## src/hdl/mic_pkg.sv

```systemverilog
package mic_pkg;
	// Indexer geometry
	localparam int         IDX_W        = 5;
	localparam int         CUR_W        = 8;
	localparam logic [4:0] HOME_IDX     = 5'h04;

	// Resolution select codes {hi, lo}
	localparam logic [1:0] SEL_FULL     = 2'h0;
	localparam logic [1:0] SEL_HALF     = 2'h1;
	localparam logic [1:0] SEL_QUARTER  = 2'h2;
	localparam logic [1:0] SEL_EIGHTH   = 2'h3;

	// Table stride per resolution
	localparam logic [4:0] STRIDE_FULL    = 5'h08;
	localparam logic [4:0] STRIDE_HALF    = 5'h04;
	localparam logic [4:0] STRIDE_QUARTER = 5'h02;
	localparam logic [4:0] STRIDE_EIGHTH  = 5'h01;

	// Positions in the synchroniser vector
	localparam int         SYNC_W       = 13;
	localparam int         SY_STEP      = 0;
	localparam int         SY_DIR       = 1;
	localparam int         SY_SEL_LO    = 2;
	localparam int         SY_SEL_HI    = 3;
	localparam int         SY_OFF       = 4;
	localparam int         SY_CLR_N     = 5;
	localparam int         SY_LP_N      = 6;
	localparam int         SY_OT        = 7;
	localparam int         SY_UV        = 8;
	localparam int         SY_OC_LO     = 9;

	// Reset values
	localparam logic [12:0] SYNC_RST    = 13'h0000;
	localparam logic [7:0]  CUR_RST     = 8'h47;
	localparam logic        FLAG_RST    = 1'b0;

	// Cosine magnitudes in percent for the eight positions of a quadrant
	localparam logic [7:0] COS_MAG [0:7] = '{8'h64, 8'h62, 8'h5c, 8'h53, 8'h47, 8'h38, 8'h26, 8'h14};

	typedef enum logic [1:0] {
		MIC_PWR_RUN   = 2'b00,
		MIC_PWR_SLEEP = 2'b01,
		MIC_PWR_LOCK  = 2'b10
	} mic_pwr_t;
endpackage
```

## src/hdl/mic_cur_if.sv

```systemverilog
`timescale 1ns/10ps
interface mic_cur_if;
	logic [4:0] index;
	logic [7:0] a_cur;
	logic [7:0] b_cur;
	modport lookup (input index, output a_cur, output b_cur);
	modport user (output index, input a_cur, input b_cur);
endinterface

```

## src/hdl/mic_cur_table.sv

```systemverilog
`timescale 1ns/10ps
module mic_cur_table (
	// Table lookup
	mic_cur_if.lookup tbl
);
	function automatic logic [7:0] mic_neg(input logic [7:0] v);
		return 8'h00 - v;
	endfunction

	// Cosine or sine magnitude at one position of a quadrant
	function automatic logic [7:0] mic_mag(input logic [2:0] pos, input logic sine);
		logic [3:0] far;
		far = 4'h8 - {1'b0, pos};
		if (!sine) begin
			return mic_pkg::COS_MAG[pos];
		end
		if (pos == 3'h0) begin
			return 8'h00;
		end
		return mic_pkg::COS_MAG[far[2:0]];
	endfunction

	logic [2:0] pos;
	logic [7:0] cos_m;
	logic [7:0] sin_m;

	assign pos   = tbl.index[2:0];
	assign cos_m = mic_mag(pos, 1'b0);
	assign sin_m = mic_mag(pos, 1'b1);

	// First quadrant targets
	// Other quadrants by sign and swap
	always_comb begin
		case (tbl.index[4:3])
			2'h0: begin
				tbl.a_cur = cos_m;
				tbl.b_cur = sin_m;
			end
			2'h1: begin
				tbl.a_cur = mic_neg(sin_m);
				tbl.b_cur = cos_m;
			end
			2'h2: begin
				tbl.a_cur = mic_neg(cos_m);
				tbl.b_cur = mic_neg(sin_m);
			end
			default: begin
				tbl.a_cur = sin_m;
				tbl.b_cur = mic_neg(cos_m);
			end
		endcase
	end
endmodule

```

## src/hdl/mic_indexer_ctrl.sv

```systemverilog
// Function
// Overcurrent shuts that bridge off until drive-off pulses high then low, or power cycle.
// Overcurrent trips on current in either direction through a bridge.
// Overcurrent detector is its own input, apart from chopping comparator path.
// Overcurrent event also returns the indexer to home.
// Overtemperature shuts drivers off, homes indexer, resumes by itself when clear.
// Supply lockout disables everything and homes indexer until supply recovers.
// Clear input low holds indexer at home and both bridges off.
// Advance pulses are ignored while the clear input is low.
// Drive-off low enables both bridges; high disables them to high impedance.
// With drive-off high the indexer still follows advance and direction.
// Low-power request stops bridges, charge pump and internal clocks.
// In low-power state every input is ignored until the request ends; the code still lets supply-low move it to lockout and home.
// Two select pins choose full, half, quarter or eighth step.
// Each advance rising edge moves one table state, forward when direction high.
// Home is the 45 degree entry; home flag low there, high elsewhere.
// States 1 to 8 give the first quadrant current targets.
// States 9 to 32 follow cosine and sine; wrap in both directions.
// Coarse resolutions stride 8, 4 or 2 table entries.
`timescale 1ns/10ps
module mic_indexer_ctrl (
	// Clock and reset
	input  wire logic       core_clk_i,
	input  wire logic       rst_n_i,
	// Motion controller pins
	input  wire logic       advance_pulse_i,
	input  wire logic       rotation_direction_i,
	input  wire logic       resolution_sel_hi_i,
	input  wire logic       resolution_sel_lo_i,
	input  wire logic       output_drive_off_i,
	input  wire logic       indexer_clear_n_i,
	input  wire logic       low_power_request_n_i,
	// Fault detectors: [0] A source, [1] A sink, [2] B source, [3] B sink
	input  wire logic [3:0] overcurrent_trip_i,
	input  wire logic       overtemp_flag_i,
	input  wire logic       motor_supply_low_i,
	// Current targets and bridge control
	output logic [7:0]      winding_a_target_o,
	output logic [7:0]      winding_b_target_o,
	output logic            bridge_a_enable_o,
	output logic            bridge_b_enable_o,
	output logic            charge_pump_run_o,
	output logic            internal_clock_run_o,
	// Status
	output logic            home_flag_n_o,
	output logic [1:0]      overcurrent_latch_o,
	output logic            overtemp_shutdown_o,
	output logic            supply_lockout_o
);
	logic [mic_pkg::SYNC_W-1:0] sync1_reg;
	logic [mic_pkg::SYNC_W-1:0] sync2_reg;
	logic [mic_pkg::SYNC_W-1:0] raw_in;
	logic                       step_prev_reg;
	logic                       off_prev_reg;
	logic [4:0]                 index_reg;
	logic [4:0]                 index_next;
	logic [1:0]                 latch_reg;
	logic [1:0]                 latch_next;
	logic [1:0]                 oc_hit;
	mic_pkg::mic_pwr_t          pwr_state_reg;
	mic_pkg::mic_pwr_t          pwr_next;
	logic                       run;
	logic                       step_s;
	logic                       dir_s;
	logic [1:0]                 sel_s;
	logic                       off_s;
	logic                       clr_n_s;
	logic                       lp_n_s;
	logic                       ot_s;
	logic                       uv_s;
	logic [3:0]                 oc_s;
	logic                       step_rise;
	logic                       step_take;
	logic                       off_fall;
	logic                       oc_new;
	logic                       bridge_ok;
	mic_cur_if                  cur_if ();

	// Select pins decode
	// Stride per resolution
	function automatic logic [4:0] mic_stride(input logic [1:0] sel);
		case (sel)
			mic_pkg::SEL_FULL:    return mic_pkg::STRIDE_FULL;
			mic_pkg::SEL_HALF:    return mic_pkg::STRIDE_HALF;
			mic_pkg::SEL_QUARTER: return mic_pkg::STRIDE_QUARTER;
			default:              return mic_pkg::STRIDE_EIGHTH;
		endcase
	endfunction

	assign raw_in = {overcurrent_trip_i, motor_supply_low_i, overtemp_flag_i, low_power_request_n_i,
		indexer_clear_n_i, output_drive_off_i, resolution_sel_hi_i, resolution_sel_lo_i,
		rotation_direction_i, advance_pulse_i};

	// Two-stage synchroniser for every pin
	always_ff @(posedge core_clk_i or negedge rst_n_i) begin
		if (!rst_n_i) begin
			sync1_reg <= mic_pkg::SYNC_RST;
			sync2_reg <= mic_pkg::SYNC_RST;
		end else begin
			sync1_reg <= raw_in;
			sync2_reg <= sync1_reg;
		end
	end

	assign step_s  = sync2_reg[mic_pkg::SY_STEP];
	assign dir_s   = sync2_reg[mic_pkg::SY_DIR];
	assign sel_s   = {sync2_reg[mic_pkg::SY_SEL_HI], sync2_reg[mic_pkg::SY_SEL_LO]};
	assign off_s   = sync2_reg[mic_pkg::SY_OFF];
	assign clr_n_s = sync2_reg[mic_pkg::SY_CLR_N];
	assign lp_n_s  = sync2_reg[mic_pkg::SY_LP_N];
	assign ot_s    = sync2_reg[mic_pkg::SY_OT];
	assign uv_s    = sync2_reg[mic_pkg::SY_UV];
	assign oc_s    = sync2_reg[mic_pkg::SY_OC_LO +: 4];

	// Edge history tracks the pins even while asleep, so no stale edge fires on wake
	always_ff @(posedge core_clk_i or negedge rst_n_i) begin
		if (!rst_n_i) begin
			step_prev_reg <= 1'b0;
			off_prev_reg  <= 1'b0;
		end else begin
			step_prev_reg <= step_s;
			off_prev_reg  <= off_s;
		end
	end

	assign step_rise = step_s & ~step_prev_reg;
	assign off_fall  = off_prev_reg & ~off_s;

	// Lockout takes precedence over low power
	always_comb begin
		if (uv_s) begin
			pwr_next = mic_pkg::MIC_PWR_LOCK;
		end else if (!lp_n_s) begin
			pwr_next = mic_pkg::MIC_PWR_SLEEP;
		end else begin
			pwr_next = mic_pkg::MIC_PWR_RUN;
		end
	end

	always_ff @(posedge core_clk_i or negedge rst_n_i) begin
		if (!rst_n_i) begin
			pwr_state_reg <= mic_pkg::MIC_PWR_LOCK;
		end else begin
			pwr_state_reg <= pwr_next;
		end
	end

	assign run = (pwr_state_reg == mic_pkg::MIC_PWR_RUN);

	// Either current direction trips the bridge
	// Dedicated trip inputs, not the chopping comparator
	assign oc_hit = {run & (oc_s[2] | oc_s[3]), run & (oc_s[0] | oc_s[1])};
	assign oc_new = |(oc_hit & ~latch_reg);

	// Latch holds until drive-off falls; a trip in that cycle wins
	assign latch_next = oc_hit | (latch_reg & ~{2{run & off_fall}});

	always_ff @(posedge core_clk_i or negedge rst_n_i) begin
		if (!rst_n_i) begin
			latch_reg <= 2'b00;
		end else begin
			latch_reg <= latch_next;
		end
	end

	// Advance ignored under clear, overtemperature, a new overcurrent trip, lockout and low power
	// Drive-off does not gate stepping
	assign step_take = step_rise & run & clr_n_s & ~ot_s & ~oc_new;

	always_comb begin
		index_next = index_reg;
		case (pwr_state_reg)
			mic_pkg::MIC_PWR_LOCK: begin
				// Lockout homes the indexer
				index_next = mic_pkg::HOME_IDX;
			end
			mic_pkg::MIC_PWR_SLEEP: begin
				// Frozen while asleep
				index_next = index_reg;
			end
			default: begin
				// Clear holds home
				// Overtemperature homes
				// Overcurrent event homes
				if (!clr_n_s || ot_s || oc_new) begin
					index_next = mic_pkg::HOME_IDX;
				// Direction picks forward or reverse
				// Modulo 32 wraps both ways
				end else if (step_take && dir_s) begin
					index_next = index_reg + mic_stride(sel_s);
				end else if (step_take) begin
					index_next = index_reg - mic_stride(sel_s);
				end
			end
		endcase
	end

	// Home on reset and power-up
	always_ff @(posedge core_clk_i or negedge rst_n_i) begin
		if (!rst_n_i) begin
			index_reg <= mic_pkg::HOME_IDX;
		end else begin
			index_reg <= index_next;
		end
	end

	assign cur_if.index = index_next;

	mic_cur_table u_table (
		.tbl (cur_if.lookup)
	);

	// Targets and home flag registered from the next index, so they line up with it
	always_ff @(posedge core_clk_i or negedge rst_n_i) begin
		if (!rst_n_i) begin
			winding_a_target_o <= mic_pkg::CUR_RST;
			winding_b_target_o <= mic_pkg::CUR_RST;
			home_flag_n_o      <= 1'b0;
		end else begin
			winding_a_target_o <= cur_if.a_cur;
			winding_b_target_o <= cur_if.b_cur;
			// Flag low only at home
			home_flag_n_o      <= (index_next != mic_pkg::HOME_IDX);
		end
	end

	// Drive-off gates the bridges
	// Clear keeps them off
	// Overtemperature keeps them off
	assign bridge_ok = run & clr_n_s & ~off_s & ~ot_s;

	always_ff @(posedge core_clk_i or negedge rst_n_i) begin
		if (!rst_n_i) begin
			bridge_a_enable_o <= 1'b0;
			bridge_b_enable_o <= 1'b0;
		end else begin
			// Tripped bridge stays off
			bridge_a_enable_o <= bridge_ok & ~latch_next[0];
			bridge_b_enable_o <= bridge_ok & ~latch_next[1];
		end
	end

	// Pump and clocks stop in low power
	always_ff @(posedge core_clk_i or negedge rst_n_i) begin
		if (!rst_n_i) begin
			charge_pump_run_o    <= 1'b0;
			internal_clock_run_o <= 1'b0;
		end else begin
			charge_pump_run_o    <= (pwr_next == mic_pkg::MIC_PWR_RUN);
			internal_clock_run_o <= (pwr_next == mic_pkg::MIC_PWR_RUN);
		end
	end

	always_ff @(posedge core_clk_i or negedge rst_n_i) begin
		if (!rst_n_i) begin
			overtemp_shutdown_o <= mic_pkg::FLAG_RST;
			supply_lockout_o    <= 1'b1;
		end else begin
			overtemp_shutdown_o <= ot_s & run;
			supply_lockout_o    <= (pwr_next == mic_pkg::MIC_PWR_LOCK);
		end
	end

	assign overcurrent_latch_o = latch_reg;
endmodule

```

## config.mk

```make
export PLATFORM = sky130hd
export DESIGN_NAME = mic_indexer_ctrl
export DESIGN_NICKNAME = d
export VERILOG_FILES = /design/src/hdl/mic_pkg.sv /design/src/hdl/mic_cur_if.sv /design/src/hdl/mic_cur_table.sv /design/src/hdl/mic_indexer_ctrl.sv
export SDC_FILE = /design/constraint.sdc
export NUM_CORES = 1
export LEC_CHECK = 0
export ABC_CLOCK_PERIOD_IN_PS = 5000
export BUFFER_PORTS_ARGS = -buffer_cell sky130_fd_sc_hd__buf_4
export CORE_MARGIN = 1.5
export CORE_UTILIZATION = 30
export CTS_BUF_LIST = sky130_fd_sc_hd__clkbuf_4 sky130_fd_sc_hd__clkbuf_8
export CTS_CLUSTER_SIZE = 12
export DETAILED_ROUTE_END_ITERATION = 16
export PLACE_DENSITY = 0.52
export SYNTH_ARGS = -nofsm -noshare
export SYNTH_HDL_FRONTEND = slang
export SYNTH_SLANG_ARGS = --single-unit
```

## constraint.sdc

```tcl
create_clock -name core_clk_i -period 5 [get_ports core_clk_i]
set_input_delay 1 -clock core_clk_i [delete_from_list [all_inputs] [get_ports core_clk_i]]
set_output_delay 1 -clock core_clk_i [all_outputs]
set_load 0.03 [all_outputs]
```

Yosys cells after proc, flatten, opt, wreduce, memory -nomap -nowiden

Memory sizes are Yosys's and may differ from the RTL's.
Cells that the tools add are included.

Memory bits (read-only): 128
Memories: 2
Bits in registers: 59
Input port bits: 15
Output and inout bits: 25
Latch bits: 0
Word-level logic and storage cells: 96
Memory bits (writable): 0

Memories:

| name             | depth | bits a word | rd ports | clocked after Yosys merged registers in | wr ports | RTL line            | RTL |
|---|---|---|---|---|---|---|---|
| (name not given) | 8     | 8           | 1        | 0                                       | 0        | mic_cur_table.sv:20 | `return mic_pkg::COS_MAG[far[2:0]];` |
| (name not given) | 8     | 8           | 1        | 0                                       | 0        | mic_cur_table.sv:15 | `return mic_pkg::COS_MAG[pos];` |

Bitwise operators: 30
Equality and inequality tests: 8
Magnitude comparators: 2
Div/mod/pow operators: 0
Add/subtract/negate cells: 5
Multiplexer cells: 23
Multiply operators: 0
Shift operators: 0
Reduce and logical (&&, ||, !) cells: 11

Operators with widths:

| kind                  | count |
|---|---|
| $mux W5               | 10 |
| $mux W8               | 6 |
| $pmux W8 S3           | 2 |
| $sub A1 B8 Y8 const A | 2 |
| $and A1 B1 Y1         | 15 |
| $pmux W4 S3           | 1 |
| $pmux W5 S2           | 1 |
| $eq A2 B2 Y1 const B  | 4 |
| $ge A4 B4 Y1 const B  | 2 |
| $logic_not A2 Y1      | 4 |
| $not A3 Y4            | 2 |
| $eq A2 B1 Y1 const B  | 3 |
| $not A1 Y1            | 6 |
| $add A5 B5 Y5         | 1 |
| $ne A5 B3 Y1 const B  | 1 |
| $sub A5 B5 Y5         | 1 |
| $and A2 B2 Y2         | 2 |
| $not A2 Y2            | 2 |
| $reduce_or A2 Y1      | 2 |
| $logic_not A3 Y1      | 1 |
| $sub A1 B3 Y3 const A | 1 |
| $logic_or A1 B1 Y1    | 2 |
| $mux W1               | 2 |
| $mux W2               | 1 |
| other kinds (4)       | 5 |

Depth between registers and ports, before layout

Gate-level depths: netlist (run 1).

Depth in word-level cells: 23
Depth in mapped cells: 21
Mapped depth without buffers: 20

Cells and area by module

Synthesis (run 1) repeated with hierarchy kept, for this count alone.

Cell total of the unflattened synthesis: 281
Area, all modules: 3145.5 um^2

By module, submodules not included:

| module           | seq. area each (um^2) | cells each | area each (um^2) | instances |
|---|---|---|---|---|
| mic_indexer_ctrl | 1490.2                | 149        | 2137.0           | 1 |
| mic_cur_table    | 0.0                   | 132        | 1008.5           | 1 |

Worst setup path before layout (run 1)

Ideal clock, no wire load.

Path kind: flip-flop to flip-flop
Start: register pwr_state_reg[1]
End: register winding_a_target_o[4]
Buffers on the path: 1
Clock period less this slack: 3.984 ns
Stages on the path, launching flop included: 21
Arrival time: 3.859 ns
Data required time: 4.875 ns
Setup slack: 1.016 ns
Library setup time: 0.125 ns
Path through: dfstp_2 > inv_1 > ha_1 > nor3b_2 > o221a_2 > nand2_1 > o2bb2ai_2 > inv_1 > ha_1 > inv_1 > ha_1 > clkbuf_1 > inv_1 > xnor2_1 > nor2_1 > inv_1 > ha_1 > a21oi_1 > o221a_1 > o32ai_1 > mux2_2

Word-level cells in the longest chain between the ends: 18
Elaborated cells between the ends (all ways): 36
Classes of those cells: 3 x add/sub; 4 x eq/ne; 11 x mux; 10 x bitwise; 6 x reduce/logical; 2 x memory

RTL lines:

| element                                        | RTL line                                         | RTL |
|---|---|---|
| start, declared                                | mic_indexer_ctrl.sv:60                           | `mic_pkg::mic_pwr_t pwr_state_reg;` |
| start signal, assigned                         | mic_indexer_ctrl.sv:142                          | `pwr_state_reg <= mic_pkg::MIC_PWR_LOCK;` |
| start signal, assigned                         | mic_indexer_ctrl.sv:144                          | `pwr_state_reg <= pwr_next;` |
| $logic_not A2 Y1                               | mic_indexer_ctrl.sv:148                          | `assign run = (pwr_state_reg == mic_pkg::MIC_PWR_RUN);` |
| $and A1 B1 Y1                                  | mic_indexer_ctrl.sv:152                          | `assign oc_hit = {run & (oc_s[2] \| oc_s[3]), run & (oc_s[0] \| oc_s[1])};` |
| $and A2 B2 Y2                                  | mic_indexer_ctrl.sv:153                          | `assign oc_new = \|(oc_hit & ~latch_reg);` |
| $reduce_or A2 Y1                               | mic_indexer_ctrl.sv:153                          |  |
| $not A1 Y1                                     | mic_indexer_ctrl.sv:168                          | `assign step_take = step_rise & run & clr_n_s & ~ot_s & ~oc_new;` |
| $and A1 B1 Y1                                  | mic_indexer_ctrl.sv:168                          |  |
| $mux W5 or $logic_and A1 B1 Y1 (tied branches) | mic_indexer_ctrl.sv:191, mic_indexer_ctrl.sv:189 |  |
| $mux W5                                        | mic_indexer_ctrl.sv:189                          | `end else if (step_take && dir_s) begin` |
| [... 2 more ...]                               | n/a                                              |  |
| net cur_if.index[1]                            | mic_cur_if.sv:3                                  | `logic [4:0] index;` |
| $sub A1 B3 Y3                                  | mic_cur_table.sv:13                              | `far = 4'h8 - {1'b0, pos};` |
| $not A3 Y4 (implied by the code)               | mic_cur_table.sv:20                              |  |
| $mem_v2 Z8 W8                                  | n/a                                              |  |
| $mux W8 (implied by the code) (2 in series)    | mic_cur_table.sv:20                              |  |
| $mux W8                                        | mic_cur_table.sv:20                              |  |
| $sub A1 B8 Y8                                  | mic_cur_table.sv:7                               | `return 8'h00 - v;` |
| $pmux W8 S3 (*)                                | mic_cur_table.sv:34                              | `case (tbl.index[4:3])` |
| net cur_if.a_cur[4]                            | mic_cur_if.sv:4                                  | `logic [7:0] a_cur;` |
| end signal, assigned                           | mic_indexer_ctrl.sv:216                          | `winding_a_target_o <= mic_pkg::CUR_RST;` |
| end signal, assigned                           | mic_indexer_ctrl.sv:220                          | `winding_a_target_o <= cur_if.a_cur;` |
| end, declared                                  | mic_indexer_ctrl.sv:38                           | `output logic [7:0] winding_a_target_o,` |

Mark *: on every way through the listed nets, which the timed path passes. The rest lies on a longest branch. The select of a mux whose other input is x is not followed.

Worst setup path in the final report (run 1)

Start: register pwr_state_reg[1]
End: register winding_a_target_o[6]

The elaborated chain is that of the path after synthesis.

==> results.md, run 1 <==
- Final global-route overflow total: 0
- Post-route antenna net violation count: 0
- DIE AREA: 10,580 um2
- Crit Path Category: register to register
- CTS tree: yes
- Mapped Area: 2990 um2
- Static Leakage: 0.001670 uW
- RSZ-0062 raised after global routing: false
- Final HPWL DP: 4438 um
- Avg Vias per Cell: 4.571
- Ys flop type: dfrtp_1
- Clk_lat worst skew: 0.33 ns
- Ratio of cells with drive above 1 in the final layout: 26.50%
- Cells after synthesis: 272
- Maxcap violations: 0
- Inserted Clock Buffers: 9
- Post-synthesis mux area share: 4.435%
- Hold WC Path Type: register to register
- # Post-CTS Setup Buffers: 0
- Die Height: 102.8 um
- Syn Nets: 310
- I/O pin count: 40
- Period utilization: 88.76%
- WL final: 6253 um
- VDD IR-drop max: 0.09516 mV
- Status: completed
- Yosys warns: 0
- Number of synthesized register bits: 59
- Sequential-to-total area share from yosys stat: 49.83%
- Initial Utilization: 30.74%
- Area growth, synth to finish: 19.33%
- CTS Root Cell: clkbuf_8
- GRT Overall Usage: 13.43%
- Ant. Diodes: 0
- Setup TNS: 0 ns
- Post-Synth Simple-Gate Area: 12.76%
- Synth Area in Compound Gates: 13.77%
- First-pass GRT wire length: 10,740 um
- Fmax: 225.3 MHz
- Worst-path clk slew: 0.07 ns
- Initial DRC Count: 46
- Width of the die: 102.8 um
- Slew @ Worst Pin: 0.9272 ns
- Setup crit end kind: register
- Hold WS: 0.3476 ns
- CTS Buffer Depth: 2
- Pwr Total: 1103 uW
- DR vias: 2,057
- Core area: 9729 um2
- Number of antenna violations at the first check in global routing: 0
- Unique masters post-synth: 56
- FP Rows: 36
- Asr flop ratio synth: 100.0%
- DR pass1 iterations: 4
- Largest net degree at the start of global routing: 60
- Worst EP required: 5.26 ns
- Setup Viol. Count Final: 0
- Hold Vio Cnt, Final: 0
- Vias in the first global route: 2,233
- Final Skew: 0.01064 ns
- Critical Path Source Type: register
- Avg Inst Size Synth: 10.99 um2
- Relative slew margins: 38.19%
- Crit path max fanout: 10
- H-tree levels: 3
- PwrDens: 309.2 nW/um2
- Port bufs: 39
- CTS sink cnt: 59
- Wire length per cell: 13.90 um
- Number of synthesized flops with an enable pin: 0
- Xor/xnor share of the synthesized area: 3.473%
- DRC viols: 0
- Nets: 350
- Min cycle time layout: 4.438 ns
- Adder-cell share of the synthesized area: 10.13%
- Reg2Reg Setup Slack: 0.56 ns
- Combinational family with the most area after synthesis: compound AO/OA/AOI/OAI gates
- GPL Wtd Cong: 0.8788
- Slew Limit Fails: 0
- CP arrival: 4.69 ns
-- layout by cell type (no fill, tap or decap), drive strengths merged, types with 7 or more instances in the layout --
master,Yosys,routed
o21ai,15,15
xnor2,9,9
nand2b,8,8
inv,21,21
a21oi,12,12
nor2,19,19
dfstp,11,11
dfrtp,48,48
mux2i,11,11
buf,7,42
ha,21,21
clkbuf,6,12
nand2,22,22
nor2b,7,7
-- cells by family after synthesis --
| logic type | count (synthesis) |
|---|---|
| adder cells (fa/ha/maj) | 23 |
| flip-flops | 59 |
| AO/OA/AOI/OAI | 57 |
| buffers and inverters | 34 |
| AND/OR/NAND/NOR | 75 |
| XOR/XNOR | 11 |
| multiplexers | 13 |
-- per-stage QoR --
stage                     worst slack, ns  std cells  util, %  area, um2
after floorplan                     1.016        272        -       2990
after global placement             0.5137        434    34.80       3386
after detailed placement           0.4877        434    34.80       3386
after CTS                          0.4672        450    36.64       3565
after global routing              0.06870        450    36.68       3568
final                              0.5622        450    36.68       3568
-- per-layer routing --
layer  wire, um  vias to the layer above  GRT usage [%]  part of all wire, %
met5          0                        -              0                    0
met4         99                        0          4.990                  1.6
met3        247                       10          3.729                  4.0
met2       3300                       42          23.33                   53
met1       2605                      997          15.90                   42
li1           -                     1008              -                    -
-- power by group --
part / leakage, uW / switching [uW] / internal (uW) / total [uW]
registers: 0.000704 / 14.6 / 514 / 529
clock network: 0.0000932 / 181 / 203 / 384
logic: 0.000873 / 119 / 71.7 / 190
-- path summary, 6_finish.rpt --
path                                               to             start  cells after the start
worst min-delay path                     sync2_reg[2]      sync1_reg[2]                      0
min in group asynchronous                off_prev_reg           rst_n_i                      1
worst max-delay path            winding_a_target_o[6]  pwr_state_reg[1]                     21
max in group asynchronous                sync1_reg[3]           rst_n_i                      1
worst min register to register           sync2_reg[2]      sync1_reg[2]                      0
worst max register to register  winding_a_target_o[6]  pwr_state_reg[1]                     21
-- cells in the mapped netlist (all sizes together), types with 6 or more instances --
library cell | instances | area, um2
dfstp | 11 | 289.0
nand2b | 8 | 50.05
nor2b | 7 | 43.79
nor2 | 19 | 71.32
clkbuf | 6 | 22.52
buf | 7 | 63.81
dfrtp | 48 | 1201
o21ai | 15 | 78.82
a21oi | 12 | 60.06
nand2 | 22 | 82.58
ha | 21 | 262.8
inv | 21 | 81.33
xnor2 | 9 | 86.34
mux2i | 11 | 110.1
-- worst max-delay path, stage by stage (launching register included) --
cell,delay (ns)
dfstp_2,0.53
inv_1,0.05
ha_1,0.32
nor3b_2,0.23
o221ai_2,0.17
o21ai_2,0.26
o2bb2ai_2,0.12
buf_4,0.18
inv_1,0.15
ha_1,0.23
inv_1,0.10
ha_1,0.33
inv_1,0.21
xnor2_1,0.24
nor2_1,0.08
inv_1,0.08
ha_1,0.24
nand2_1,0.07
o32ai_1,0.22
o21ai_0,0.15
o211a_1,0.24
a21oi_1,0.14
-- final cells by class --
cell class | instances | area, um2
Inverter | 21 | 81.33
Multi-Input combinational cell | 179 | 1336
Clock buffer | 12 | 152.6
Tap cell | 133 | 166.4
Clock inverter | 4 | 26.28
Timing Repair Buffer | 42 | 315.3
Fill cell | 1006 | 6161
Sequential cell | 59 | 1490
-- what timing repair did --
action                     CTS  global route
setup endpoints to repair    0             1
gates resized for setup      0             1
hold buffers                 0             0
(Power assumes the default switching activity.)
==> inputs of run 2 (changes only) <==
--- a/config.mk
+++ b/config.mk
@@ -13,6 +13,7 @@
 export CTS_CLUSTER_SIZE = 12
 export DETAILED_ROUTE_END_ITERATION = 16
 export PLACE_DENSITY = 0.52
+export RECOVER_POWER = 50
 export SYNTH_ARGS = -nofsm -noshare
 export SYNTH_HDL_FRONTEND = slang
 export SYNTH_SLANG_ARGS = --single-unit
==> results.md, run 2 (same netlist as run 1, synthesis figures left out) <==
- Status: complete, but fails checks
- Violated checks: capacitance limit, slew limit
- Post-Place Worst Slack: 0.4877 ns
- First-pass GRT wire length: 10,740 um
- Hold Vio Cnt, Final: 0
- DP Area: 3386 um2
- Worst-path clk slew: 0.07 ns
- Pwr Total: 1102 uW
- DR vias: 2,069
- CP max-delay cell: dfstp_1
- CTS Root Cell: clkbuf_8
- Initial DRC Count: 53
- Clk_lat worst skew: 0.33 ns
- Switching part of the total power: 28.48%
- I/O pin count: 40
- Design area: 3565 um2
- Crit-path most repeated cell: inv_1
- GPL Wtd Cong: 0.8788
- GRT Overall Usage: 13.43%
- Ant. Diodes: 0
- Ratio of cells with drive above 1 in the final layout: 25.87%
- Final global-route overflow total: 0
- Period utilization: 88.92%
- Worst EP required: 5.26 ns
- # Post-CTS Setup Buffers: 0
- CP arrival: 4.70 ns
- Width of the die: 102.8 um
- Crit path max fanout: 10
- Largest net degree at the start of global routing: 60
- Vias in the first global route: 2,233
- CTS Buffer Depth: 2
- Setup Viol. Count Final: 0
- DIE AREA: 10,580 um2
- Hold WS: 0.3476 ns
- DRC viols: 0
- Max incr delay on CP: 0.53 ns
- Setup crit end kind: register
- Initial Utilization: 30.74%
- WL final: 6255 um
- FP Rows: 36
- Nets: 350
- Comb pwr share: 17.2%
- Area growth, synth to finish: 19.21%
- CTS sink cnt: 59
- Static Leakage: 0.001663 uW
- Wire length per cell: 13.90 um
- Fmax: 224.9 MHz
- Critical path, cell by cell: inv_1, ha_1, nor3b_2, o221ai_2, o21ai_2, o2bb2ai_2, buf_4, inv_1, ha_1, inv_1, ha_1, inv_1, xnor2_1, nor2_1, inv_1, ha_1, nand2_1, o32ai_1, o21ai_0, o211a_1, a21oi_1
- Inserted Clock Buffers: 9
- Maxcap violations: 1
- NetSw: 313.8 uW
- Final Skew: 0.01103 ns
- Commonest non-fill, non-tap cell in the layout: dfrtp_1
- Post-route antenna net violation count: 0
- Avg Vias per Cell: 4.598
- Final HPWL DP: 4438 um
- Final Worst Setup Slack: 0.5540 ns
- Min cycle time layout: 4.446 ns
- DR pass1 iterations: 4
- VDD IR-drop max: 0.09523 mV
- Hold WC Path Type: register to register
- Slew Limit Fails: 60
- Die Height: 102.8 um
- PwrDens: 309.2 nW/um2
- Top delay family on crit path: compound AO/OA/AOI/OAI gates
- Port bufs: 39
- Slew @ Worst Pin: 3.115 ns
- Seq pwr share: 48.0%
- Hold_buf cts: 0
- CP Buf/Inv Count: 6
- Clock Power Share: 34.9%
- CTS tree: yes
- Setup TNS: 0 ns
- Core area: 9729 um2
- Number of antenna violations at the first check in global routing: 0
- Cts repair resizes: 0
- Pint: 788.3 uW
- Crit Path Category: register to register
- Fill cell total of the finished layout: 1,008
- RSZ-0062 raised after global routing: false
- Critical Path Source Type: register
- Relative slew margins: -107.7%
- H-tree levels: 3
- Commonest cells after routing, fill and taps aside: 48 x dfrtp_1, 28 x buf_4, 22 x nand2_1
==> run 2: final cells by class <==
cell class | instances | area [um2] | share of cell area, %
clock buffer | 12 | 152.6 | 4.282
clock inverter | 4 | 26.28 | 0.7371
inverter | 21 | 81.33 | 2.282
multi-input combinational | 179 | 1336 | 37.49
sequential | 59 | 1490 | 41.80
tap | 133 | 166.4 | 4.668
timing repair buffer | 42 | 311.5 | 8.740
==> run 2: power by group through the flow <==
stage | sequential (uW) | clock, uW | combinational, uW
finish | 529 | 384 | 189
CTS | 530 | 405 | 193
global placement | 538 | 0 | 190
floorplan | 569 | 0 | 90.5
detailed placement | 538 | 0 | 192
global route | 533 | 422 | 210
==> run 2: final timing paths <==
kind                                   from                    end  slack [ns]  cells past startpoint
setup reg to reg           pwr_state_reg[1]  winding_a_target_o[6]        0.55                     21
min in group asynchronous           rst_n_i           off_prev_reg        1.70                      1
hold / removal                 sync1_reg[2]           sync2_reg[2]        0.35                      0
hold reg to reg                sync1_reg[2]           sync2_reg[2]        0.35                      0
setup / recovery           pwr_state_reg[1]  winding_a_target_o[6]        0.55                     21
max in group asynchronous           rst_n_i           sync1_reg[3]        1.54                      1
==> run 2: routing by layer <==
metal / global-route usage [%] / share of wire [%]
met1: 15.90 / 42
met2: 23.33 / 52
met3: 3.729 / 4.1
met4: 4.990 / 1.6
met5: 0 / 0
==> run 2: stage by stage <==
stage / cells / util [%]
6_report: 450 / 36.64
5_1_grt: 450 / 36.64
4_1_cts: 450 / 36.64
3_5_place_dp: 434 / 34.80
3_3_place_gp: 434 / 34.80
2_1_floorplan: 272 / -
